`src/include/smpwm_pkg.sv`:
```
// Purpose: Shared constants for the switch-mode PWM control register block
// Assumes: 32-bit AHB-Lite register bus, one word per register
// Notes: Byte offsets are local choices; fields follow the register layouts
package smpwm_pkg;
    // Register byte offsets
    localparam logic [11:0] OFS_MAIN_CONTROL = 12'h000;
    localparam logic [11:0] OFS_MODULATION = 12'h004;
    localparam logic [11:0] OFS_UNIT1_SYNC = 12'h008;
    localparam logic [11:0] OFS_UNIT2_SYNC = 12'h00c;
    localparam logic [11:0] OFS_CLOCK_SELECT = 12'h010;
    localparam logic [11:0] OFS_OUTPUT_ENABLE = 12'h014;
    localparam logic [11:0] OFS_BUFFER_DATA = 12'h018;
    localparam logic [11:0] OFS_ACTIVE_DATA = 12'h01c;
    // Reset values
    localparam logic [7:0] RST_REG8 = 8'h00;
    localparam logic [31:0] RST_WORD = 32'h0000_0000;
    // Main control field positions
    localparam int POS_UNIT_ENABLE = 7;
    localparam int POS_LOAD_REQUEST = 6;
    localparam int POS_FALL_DB = 5;
    localparam int POS_RISE_DB = 4;
    // Modulation control field positions
    localparam int POS_MOD_ENABLE = 7;
    localparam int POS_MOD_POLARITY = 6;
    localparam int POS_MOD_SOFT = 5;
    // Writable masks; unimplemented bits read zero
    localparam logic [7:0] MASK_MAIN = 8'hff;
    localparam logic [7:0] MASK_MOD = 8'hef;
    localparam logic [7:0] MASK_SYNC = 8'h03;
    localparam logic [7:0] MASK_CLOCK = 8'h33;
    localparam logic [7:0] MASK_OE_FULL = 8'h3f;
    localparam logic [7:0] MASK_OE_PAIR = 8'h03;
    // Operating modes
    localparam logic [3:0] MODE_SINGLE = 4'h0;
    localparam logic [3:0] MODE_SKIP = 4'h6;
    localparam logic [3:0] MODE_SKIP_COMP = 4'h7;
    localparam logic [3:0] MODE_THREE_PHASE = 4'hc;
    // Modulation sources
    localparam logic [3:0] MSRC_SOFT = 4'h0;
    localparam logic [3:0] MSRC_CMP_LAST = 4'h3;
    localparam logic [3:0] MSRC_CAPCMP_ONE = 4'h5;
    localparam logic [3:0] MSRC_CAPCMP_TWO = 4'h6;
    localparam logic [3:0] MSRC_FEEDBACK = 4'h8;
    // Sync modes
    localparam logic [1:0] SYNC_NONE = 2'b00;
    localparam logic [1:0] SYNC_U1_FOLLOW = 2'b10;
    localparam logic [1:0] SYNC_U2_FOLLOW = 2'b01;
    // Clock sources
    localparam logic [1:0] CSRC_SYSTEM = 2'b00;
    localparam logic [1:0] CSRC_PLL = 2'b01;
    localparam logic [1:0] CSRC_PIN = 2'b10;
    // Last period count; a period spans 16 divided PWM clock ticks
    localparam logic [7:0] PERIOD_TICKS = 8'h0f;
    // AHB constants
    localparam logic [1:0] HTRANS_NONSEQ = 2'b10;
    localparam logic [2:0] HSIZE_WORD = 3'b010;
endpackage : smpwm_pkg

```
`src/hw/smpwm_clkdiv.sv`:
```
// Purpose: Clock source select and power-of-two prescaler for the PWM tick
// Assumes: Source requests are one-cycle pulses in the hclk domain
// Notes: Produces a one-cycle enable pulse, never a derived clock
module smpwm_clkdiv
(
    input wire logic hclk,
    input wire logic hresetn,
    input wire logic run,
    input wire logic [1:0] source_sel,
    input wire logic [1:0] prescale_sel,
    input wire logic sys_tick,
    input wire logic pll_tick,
    input wire logic pin_tick,
    output logic pwm_tick
);
    import smpwm_pkg::*;

    logic src_tick;
    logic [2:0] div_count;
    logic [2:0] div_limit;

    // Source mux; reserved code gives no tick
    always_comb
    begin
        case (source_sel)
            CSRC_SYSTEM: src_tick = sys_tick;
            CSRC_PLL: src_tick = pll_tick;
            CSRC_PIN: src_tick = pin_tick;
            default: src_tick = 1'b0;
        endcase
    end

    // Divide by 1, 2, 4 or 8
    assign div_limit = 3'((4'h1 << prescale_sel) - 4'h1);

    // Prescale counter, held clear while the unit is stopped
    always_ff @(posedge hclk or negedge hresetn)
    begin
        if (!hresetn)
            div_count <= 3'h0;
        else if (!run)
            div_count <= 3'h0;
        else if (src_tick)
            div_count <= (div_count >= div_limit) ? 3'h0 : div_count + 3'h1;
    end

    assign pwm_tick = run && src_tick && (div_count >= div_limit);

    a_prescale_bypass: assert property (@(posedge hclk) disable iff (!hresetn)
        (run && prescale_sel == 2'b00 && src_tick) |-> pwm_tick)
        else $error("undivided source tick did not pass");
endmodule : smpwm_clkdiv

```
`src/hw/smpwm_regs.sv`:
```
// Purpose: Control and configuration registers of one switch-mode PWM unit
// Assumes: AHB-Lite single word transfers, zero wait states, OKAY only
// Notes: Instance selects unit one or two; the pin timing logic lies elsewhere
// What this block does
// - Bit 5 enables falling dead band, bit 4 rising dead band.
// - Mode field decodes single, skip, skip complementary, three-phase; 1101-1111 reserved.
// - Modulation polarity one makes the source active low.
// - Source 0000 with modulation enabled uses the software level bit.
// - Software level ignored otherwise; modulation off keeps the unit active.
// - Unit one sync field: 10 follows unit two, 00 none, 01 reserved.
// - Unit two sync field: 01 follows unit one, 00 none, 10 reserved.
// - Clock source: 00 system, 01 PLL, 10 external pin, 11 reserved.
// - Output enable bits 5-0 route PWM to pins, else port logic owns them.
// - Unit two lacks output enable bits for outputs C to F.
// - All bits clear on any reset; unimplemented bits read zero.
// - Load request copies buffers at next period event, then self-clears.
// - While disabled, buffered register writes go straight to the active copy.
// - A sync slave takes the master period event as its own period event.
//
// The register addresses and register access over AHB-Lite were chosen for this implementation.
module smpwm_regs
#(
    parameter int UNIT_INDEX = 1
)
(
    input wire logic hclk,
    input wire logic hresetn,
    input wire logic hsel,
    input wire logic [31:0] haddr,
    input wire logic [1:0] htrans,
    input wire logic hwrite,
    input wire logic [2:0] hsize,
    input wire logic [31:0] hwdata,
    input wire logic hready,
    output logic hreadyout,
    output logic hresp,
    output logic [31:0] hrdata,
    input wire logic pll_tick,
    input wire logic ext_clock_pin,
    input wire logic ext_feedback_input,
    input wire logic [2:0] comparator_out,
    input wire logic capture_compare_unit_one,
    input wire logic capture_compare_unit_two,
    input wire logic master_period_event,
    output logic period_event,
    output logic unit_active,
    output logic modulation_gate,
    output logic fall_deadband_enable,
    output logic rise_deadband_enable,
    output logic mode_single,
    output logic mode_skip,
    output logic mode_skip_comp,
    output logic mode_three_phase,
    output logic [5:0] output_pin_enable,
    output logic [31:0] active_data
);
    import smpwm_pkg::*;

    // Only two units exist; any other index is refused at elaboration
    if (UNIT_INDEX != 1 && UNIT_INDEX != 2)
    begin : g_bad_unit
        $error("UNIT_INDEX must be 1 or 2");
    end

    localparam logic [7:0] OE_MASK = (UNIT_INDEX == 1) ? MASK_OE_FULL : MASK_OE_PAIR;

    logic [7:0] pwm_main_control;
    logic [7:0] pwm_modulation_control;
    logic [7:0] unit_period_sync;
    logic [7:0] pwm_clock_select;
    logic [7:0] pwm_output_enable;
    logic [31:0] buffer_data;
    logic wr_pend;
    logic [11:0] wr_addr;
    logic [2:0] pin_sync;
    logic [1:0] fb_sync;
    logic pin_tick;
    logic pwm_tick;
    logic [7:0] period_count;
    logic local_event;
    logic sync_follow;
    logic pwm_unit_enable;
    logic buffer_load_request;
    logic [3:0] modulation_source_sel;
    logic mod_source;
    logic [31:0] write_value;

    assign pwm_unit_enable = pwm_main_control[POS_UNIT_ENABLE];
    assign buffer_load_request = pwm_main_control[POS_LOAD_REQUEST];
    assign modulation_source_sel = pwm_modulation_control[3:0];
    assign write_value = hwdata;

    // Address phase capture; writes complete in the following data phase
    always_ff @(posedge hclk or negedge hresetn)
    begin
        if (!hresetn)
        begin
            wr_pend <= 1'b0;
            wr_addr <= 12'h000;
        end
        else if (hready)
        begin
            wr_pend <= hsel && htrans == HTRANS_NONSEQ && hwrite && hsize == HSIZE_WORD;
            wr_addr <= haddr[11:0];
        end
    end

    assign hreadyout = 1'b1;
    assign hresp = 1'b0;

    function automatic logic hit(input logic [11:0] ofs);
        hit = wr_pend && wr_addr == ofs;
    endfunction : hit

    // Register writes; unimplemented bits never store
    always_ff @(posedge hclk or negedge hresetn)
    begin
        if (!hresetn)
        begin
            pwm_main_control <= RST_REG8;
            pwm_modulation_control <= RST_REG8;
            unit_period_sync <= RST_REG8;
            pwm_clock_select <= RST_REG8;
            pwm_output_enable <= RST_REG8;
            buffer_data <= RST_WORD;
        end
        else
        begin
            if (hit(OFS_MAIN_CONTROL))
                pwm_main_control <= write_value[7:0] & MASK_MAIN;
            else if (local_event && pwm_unit_enable)
                pwm_main_control[POS_LOAD_REQUEST] <= 1'b0;
            if (hit(OFS_MODULATION))
                pwm_modulation_control <= write_value[7:0] & MASK_MOD;
            if (hit(UNIT_INDEX == 1 ? OFS_UNIT1_SYNC : OFS_UNIT2_SYNC))
                unit_period_sync <= write_value[7:0] & MASK_SYNC;
            if (hit(OFS_CLOCK_SELECT))
                pwm_clock_select <= write_value[7:0] & MASK_CLOCK;
            if (hit(OFS_OUTPUT_ENABLE))
                pwm_output_enable <= write_value[7:0] & OE_MASK;
            if (hit(OFS_BUFFER_DATA))
                buffer_data <= write_value;
        end
    end

    // Active copy: direct while disabled, on period event when load requested
    always_ff @(posedge hclk or negedge hresetn)
    begin
        if (!hresetn)
            active_data <= RST_WORD;
        else if (!pwm_unit_enable && hit(OFS_BUFFER_DATA))
            active_data <= write_value;
        else if (pwm_unit_enable && buffer_load_request && local_event)
            active_data <= buffer_data;
    end

    // Read mux, address registered in the address phase, then decoded combinationally
    logic [11:0] rd_addr;
    logic [31:0] next_hrdata;
    always_ff @(posedge hclk or negedge hresetn)
    begin
        if (!hresetn)
            rd_addr <= 12'h000;
        else if (hready)
            rd_addr <= haddr[11:0];
    end

    always_comb
    begin
        if (rd_addr == OFS_MAIN_CONTROL)
            next_hrdata = {24'h0, pwm_main_control};
        else if (rd_addr == OFS_MODULATION)
            next_hrdata = {24'h0, pwm_modulation_control};
        else if (rd_addr == (UNIT_INDEX == 1 ? OFS_UNIT1_SYNC : OFS_UNIT2_SYNC))
            next_hrdata = {24'h0, unit_period_sync};
        else if (rd_addr == OFS_CLOCK_SELECT)
            next_hrdata = {24'h0, pwm_clock_select};
        else if (rd_addr == OFS_OUTPUT_ENABLE)
            next_hrdata = {24'h0, pwm_output_enable};
        else if (rd_addr == OFS_BUFFER_DATA)
            next_hrdata = buffer_data;
        else if (rd_addr == OFS_ACTIVE_DATA)
            next_hrdata = active_data;
        else
            next_hrdata = 32'h0000_0000; // Unmapped reads zero
    end
    assign hrdata = next_hrdata;

    // External clock pin and feedback pin synchronisers
    always_ff @(posedge hclk or negedge hresetn)
    begin
        if (!hresetn)
        begin
            pin_sync <= 3'h0;
            fb_sync <= 2'h0;
        end
        else
        begin
            pin_sync <= {pin_sync[1:0], ext_clock_pin};
            fb_sync <= {fb_sync[0], ext_feedback_input};
        end
    end
    assign pin_tick = pin_sync[1] && !pin_sync[2];

    // Clock source and prescaler
    smpwm_clkdiv u_clkdiv
    (
        .hclk(hclk),
        .hresetn(hresetn),
        .run(pwm_unit_enable),
        .source_sel(pwm_clock_select[1:0]),
        .prescale_sel(pwm_clock_select[5:4]),
        .sys_tick(1'b1),
        .pll_tick(pll_tick),
        .pin_tick(pin_tick),
        .pwm_tick(pwm_tick)
    );

    // Sync follow decode per unit; reserved codes act as unsynchronised
    assign sync_follow = (UNIT_INDEX == 1) ? unit_period_sync[1:0] == SYNC_U1_FOLLOW
                                           : unit_period_sync[1:0] == SYNC_U2_FOLLOW;

    // Period counter; master event realigns a slave
    always_ff @(posedge hclk or negedge hresetn)
    begin
        if (!hresetn)
            period_count <= 8'h00;
        else if (!pwm_unit_enable)
            period_count <= 8'h00;
        else if (sync_follow && master_period_event)
            period_count <= 8'h00;
        else if (pwm_tick)
            period_count <= (period_count == PERIOD_TICKS) ? 8'h00 : period_count + 8'h01;
    end

    assign local_event = pwm_unit_enable && ((pwm_tick && period_count == PERIOD_TICKS)
                         || (sync_follow && master_period_event));
    assign period_event = local_event;

    // Modulation source select
    always_comb
    begin
        if (modulation_source_sel == MSRC_SOFT)
            mod_source = pwm_modulation_control[POS_MOD_SOFT];
        else if (modulation_source_sel <= MSRC_CMP_LAST)
            mod_source = comparator_out[2'(modulation_source_sel - 4'h1)];
        else if (modulation_source_sel == MSRC_CAPCMP_ONE)
            mod_source = capture_compare_unit_one;
        else if (modulation_source_sel == MSRC_CAPCMP_TWO)
            mod_source = capture_compare_unit_two;
        else if (modulation_source_sel == MSRC_FEEDBACK)
            mod_source = fb_sync[1];
        else
            mod_source = 1'b0;
    end

    // Gate: polarity inverts source; disabled modulation keeps it open
    assign modulation_gate = !pwm_modulation_control[POS_MOD_ENABLE]
        || (mod_source ^ pwm_modulation_control[POS_MOD_POLARITY]);

    assign unit_active = pwm_unit_enable && modulation_gate;
    assign fall_deadband_enable = pwm_main_control[POS_FALL_DB];
    assign rise_deadband_enable = pwm_main_control[POS_RISE_DB];
    assign mode_single = pwm_main_control[3:0] == MODE_SINGLE;
    assign mode_skip = pwm_main_control[3:0] == MODE_SKIP;
    assign mode_skip_comp = pwm_main_control[3:0] == MODE_SKIP_COMP;
    assign mode_three_phase = pwm_main_control[3:0] == MODE_THREE_PHASE;
    assign output_pin_enable = pwm_output_enable[5:0];

    a_disabled_idle: assert property (@(posedge hclk) disable iff (!hresetn)
        !pwm_unit_enable |-> !unit_active && !period_event)
        else $error("unit active while disabled");
    a_load_self_clear: assert property (@(posedge hclk) disable iff (!hresetn)
        (pwm_unit_enable && buffer_load_request && local_event && !hit(OFS_MAIN_CONTROL))
        |=> !buffer_load_request && active_data == $past(buffer_data))
        else $error("load request not serviced");
    a_direct_load: assert property (@(posedge hclk) disable iff (!hresetn)
        (!pwm_unit_enable && hit(OFS_BUFFER_DATA)) |=> active_data == $past(hwdata))
        else $error("disabled write missed active copy");
    a_slave_realign: assert property (@(posedge hclk) disable iff (!hresetn)
        (pwm_unit_enable && sync_follow && master_period_event) |-> period_event
        ##1 period_count == 8'h00)
        else $error("slave did not realign");
    a_mod_off_open: assert property (@(posedge hclk) disable iff (!hresetn)
        !pwm_modulation_control[POS_MOD_ENABLE] |-> modulation_gate)
        else $error("gate closed with modulation off");
    a_soft_level: assert property (@(posedge hclk) disable iff (!hresetn)
        (pwm_modulation_control[POS_MOD_ENABLE] && modulation_source_sel == MSRC_SOFT)
        |-> modulation_gate == (pwm_modulation_control[POS_MOD_SOFT]
        != pwm_modulation_control[POS_MOD_POLARITY]))
        else $error("software level misapplied");
    a_oe_unit_two: assert property (@(posedge hclk) disable iff (!hresetn)
        UNIT_INDEX == 2 |-> output_pin_enable[5:2] == 4'h0)
        else $error("unit two drives C to F");
    a_reserved_zero: assert property (@(posedge hclk) disable iff (!hresetn)
        pwm_modulation_control[4] == 1'b0 && pwm_clock_select[7:6] == 2'b00
        && unit_period_sync[7:2] == 6'h00)
        else $error("unimplemented bit set");
endmodule : smpwm_regs

```
`config.mk`:
```
export PLATFORM = sky130hd
export DESIGN_NAME = smpwm_regs
export DESIGN_NICKNAME = d
export VERILOG_FILES = /design/src/include/smpwm_pkg.sv /design/src/hw/smpwm_clkdiv.sv /design/src/hw/smpwm_regs.sv
export SDC_FILE = /design/constraint.sdc
export NUM_CORES = 1
export LEC_CHECK = 0
export BUFFER_PORTS_ARGS = -buffer_cell sky130_fd_sc_hd__buf_2
export CAP_MARGIN = 30
export CORE_MARGIN = 2
export CORE_UTILIZATION = 57
export DETAILED_ROUTE_END_ITERATION = 12
export PLACE_DENSITY = 0.82
export SYNTH_ARGS = -nofsm -noshare
export SYNTH_HDL_FRONTEND = slang
export SYNTH_SLANG_ARGS = --single-unit
export TNS_END_PERCENT = 1
```
`constraint.sdc`:
```
create_clock -name hclk -period 3.7 [get_ports hclk]
set_input_delay 0.74 -clock hclk [delete_from_list [all_inputs] [get_ports hclk]]
set_output_delay 0.74 -clock hclk [all_outputs]
set_load 0.01 [all_outputs]
```
==> parameters.txt <==
Parameter                              Value

Outcome
  Run status ... completed

Pwr
  Switching Power ... 0.000684 W
  Cell-internal power ... 0.00249 W
  Register share of total power ... 42.9%
  Clock power share ... 52.0%
  Gate power share ... 5.2%
  Peak VDD IR ... 0.402 mV
  Power, Total ... 0.00317 W
  Static Leak ... 3.50 nW
  Pwr dens ... 424 nW/um^2
  Switching Share ... 21.6%

Synthesis
  Number of synthesized flops with an enable pin ... 0
  Synthesized area divided by synthesized cell count ... 11.0 sq um
  Synthesis-stage register bit count ... 120
  Number of unique standard cell types used by synthesis ... 62
  Mapped Cells ... 553
  Synth Net Count ... 644
  Total of warnings raised by yosys ... 0
  Fraction of registers with async set/reset ... 100%
  Most instantiated flip-flop cell in the synthesis netlist ... dfrtp_1
  Share of the yosys chip area belonging to registers ... 49.5%
  Netlist area before placement ... 6060 sq um

Timing
  Final Hold Fails ... 0
  Setup TNS ... 0 ps
  Headroom to the max-slew limit ... 46.3%
  Maximum achievable frequency ... 288 MHz
  Final Slew Violations ... 0
  Final hold slack ... 303 ps
  Final critical-path share of the clock period ... 93.9%
  Setup violation total in the final timing report ... 0
  Layout Skew ... 6.96 ps
  Shortest clock period the worst path allows after layout ... 3470 ps
  Setup repair after global routing missed its margin ... no
  Slew of the pin with the lowest slew margin ... 805 ps

Routing
  Detailed-route vias per instance ... 6.13
  Total via count after detailed routing ... 5140
  Detailed-route wire length per cell ... 19.4 um
  First-pass DRT Iterations ... 5
  Remaining antenna violation count ... 0
  Number of DRC violations after detailed routing ... 0
  DRT iter0 DRCs ... 468
  Aggregate routed wire length ... 16300 um

Clock tree
  CTS tree ... built
  Clk pin slew, worst setup/hold paths ... 50 ps
  Setup repair bufs after CTS ... 0
  Post-cts resize count ... 0
  Total clock buffers created by CTS ... 17
  Clock tree buffer depth ... 2
  Clk sink count ... 120
  Clk_lat worst skew ... 520 ps
  Quantity of hold-fixing buffers added after cts ... 0
  Number of H-tree branching levels ... 4
  Buffer cell driving the clock tree root ... clkbuf_8

Cells and area
  Layout overhead on the synthesized area ... 23.2%
  ANT cells ... 0
  Area occupied by multi-input gates ... 2840 sq um
  Number of fillers in the final layout ... 756
  Net count of the finished layout ... 782
  Fraction of layout instances using a drive strength above 1 ... 40.0%
  Area used by sequential logic in the layout ... 3000 sq um

Setup path
  Critical Path End ... unit_active
  Crit path largest cell delay ... 440 ps
  Endpoint arrival time on the critical path ... 2730 ps
  Required time at the endpoint of the critical path ... 2960 ps
  Maximum fanout along the worst path ... 6
  Standard cell with the maximum stage delay on the critical path ... dfrtp_1
  Start-to-end type of the worst setup path ... flip-flop to primary output
  Critical Path, Cell by Cell ... inv_1, ha_1, mux2_2, a221oi_1, o21bai_1, and4_1, nor3_1, buf_2
  Number of cells traversed by the worst register-to-register path ... 9
  Launching element type of the critical path ... flip-flop
  Endpoint of the worst register-to-register path ... active_data[5]$_DFFE_PN0P_
  CP endpoint kind ... primary output
  Launching instance or port of the critical path ... pwm_modulation_control[0]$_DFFE_PN0P_
  Reg2reg start ... pwm_clock_select[5]$_DFFE_PN0P_
  Worst reg-to-reg setup slack ... 680 ps

Floorplanning
  Core Footprint ... 10300 sq um
  # IOs ... 164
  Die outline width ... 107 um
  Area of the die ... 11500 sq um
  Initial core utilization ... 58.7%
  Vertical die dimension ... 107 um
  Core Rows ... 37

Global route
  Pin count of the biggest net entering global routing ... 63
  Grt total ovfl ... 0
  Total track usage ... 29.7%
  Number of antenna violations at the first check in global routing ... 0
  Via count of the first global-routing pass ... 5136
  Wire length of the first global-routing pass ... 26000 um

Placed design
  Global placement routability congestion ... 0.889
  Detailed placer's ending HPWL ... 10900 um
  Port-buffer cells ... 141

Worst hold path
  Type of the tightest min-delay check ... input pin to asynchronous set/reset pin

Flow run
  Number of max-cap violations ... 0
==> metal layers <==
| layer | wire [um] | vias to the layer above | track usage [%] |
|---|---|---|---|
| li1 | - | 2283 | - |
| met1 | 6570 | 2570 | 38.1 |
| met2 | 8080 | 257 | 48.8 |
| met3 | 1280 | 30 | 7.78 |
| met4 | 353 | 0 | 10.3 |
| met5 | 0 | - | 0 |
==> cells in the final DEF, fill, tap and decap left out, drive strengths merged, types with 2 or more instances in the layout <==
cell,n
clkinv,4
a32o,2
clkbuf,21
inv,10
or3,3
nand3b,2
nand3,39
nor2b,4
o211ai,32
a21oi,18
a221o,2
nor4b,2
a22oi,2
and2,4
nor3b,3
ha,8
nor2,18
nor4,3
mux4,3
or4,4
dfrtp,120
o21ai,7
or3b,2
o31ai,3
nand2b,2
nor3,12
buf,159
bufinv,4
conb,2
mux2i,9
nand2,82
mux2,71
a31o,2
a22o,24
and4,2
==> cell usage after synthesis, types with 3 or more instances <==
library cell | instances | area [sq um]
dfrtp_1 | 120 | 3000
nand2_1 | 82 | 308
mux2_2 | 71 | 800
nand3_1 | 39 | 195
clkbuf_1 | 26 | 97.6
a22o_1 | 24 | 210
o211ai_1 | 22 | 165
a21oi_1 | 17 | 85.1
nor2_1 | 16 | 60.1
nor3_1 | 11 | 55.1
inv_1 | 10 | 37.5
o211ai_2 | 10 | 125
mux2i_1 | 9 | 90.1
ha_1 | 8 | 100
o21ai_0 | 6 | 30.0
and2_1 | 4 | 25.0
buf_2 | 4 | 20.0
nor2b_1 | 4 | 25.0
or4_1 | 4 | 30.0
buf_1 | 3 | 11.3
buf_4 | 3 | 22.5
buf_6 | 3 | 33.8
nor4_1 | 3 | 18.8
o31ai_1 | 3 | 22.5
or3_1 | 3 | 18.8
==> stage by stage <==
stage / cells / area (sq um) / setup slack [ps] / utilization (%)
2_1_floorplan: 553 / 6060 / 932 / -
3_3_place_gp: 808 / 6890 / 858 / 66.8
3_5_place_dp: 808 / 6890 / 760 / 66.8
4_1_cts: 838 / 7470 / 223 / 72.4
5_1_grt: 838 / 7470 / 75.8 / 72.4
6_report: 838 / 7470 / 225 / 72.4
==> worst max-delay path, delay by kind of cell (launching register included) <==
family                     cells  cell delay (ps)
AOI/OAI and AO/OA              2              470
DFF                            1              440
and+or+nand+nor                2              390
muxes                          1              340
adders and majority gates      1              320
buffers and inverters          2              250
==> how the worst min path moves through the flow <==
stage                         start                                     to  slack, ps
6_report                    hresetn  pwm_modulation_control[3]$_DFFE_PN0P_        300
5_1_grt          ext_feedback_input                   fb_sync[0]$_DFF_PN0_        310
4_1_cts          ext_feedback_input                   fb_sync[0]$_DFF_PN0_        310
3_5_place_dp   fb_sync[0]$_DFF_PN0_                   fb_sync[1]$_DFF_PN0_        340
3_3_place_gp   fb_sync[0]$_DFF_PN0_                   fb_sync[1]$_DFF_PN0_        340
2_1_floorplan  fb_sync[0]$_DFF_PN0_                   fb_sync[1]$_DFF_PN0_        330
==> logic make-up after synthesis <==
family                     synth area share [%]
xor gates and xnor gates                  0.289
adders and majority gates                  1.65
muxes                                      15.8
buffers and inverters                      3.92
DFF                                        49.5
AOI/OAI and AO/OA                          13.6
and+or+nand+nor                            15.1
other                                     0.124
==> power by group through the flow <==
stage	combinational, W	sequential [W]	clock [W]
after detailed placement	0.000162	0.00138	0
final	0.000164	0.00136	0.00165
after CTS	0.000164	0.00136	0.00166
after floorplan	0.0000807	0.00137	0
after global routing	0.000179	0.00136	0.00172
after global placement	0.000156	0.00138	0
==> state kept, by name, indices dropped and copies added, names as in the netlist <==
register and cells:
pwm_output_enable 6, unit_period_sync 2, fb_sync 2, buffer_data 32, pwm_main_control 8, pwm_clock_select 4
active_data 32, u_clkdiv.div_count 3, period_count 8, rd_addr 12, wr_pend 1, pwm_modulation_control 7
pin_sync 3
==> area by class of cell <==
cell class / instances / area share [%]
Timing Repair Buffer: 159 / 11.3
Multi-Input combinational cell: 383 / 38.0
Clock inverter: 9 / 2.03
Sequential cell: 120 / 40.2
Inverter: 10 / 0.502
Clock buffer: 21 / 5.74
Tap cell: 136 / 2.28
Note: power is estimated with default switching activity, not from simulation.
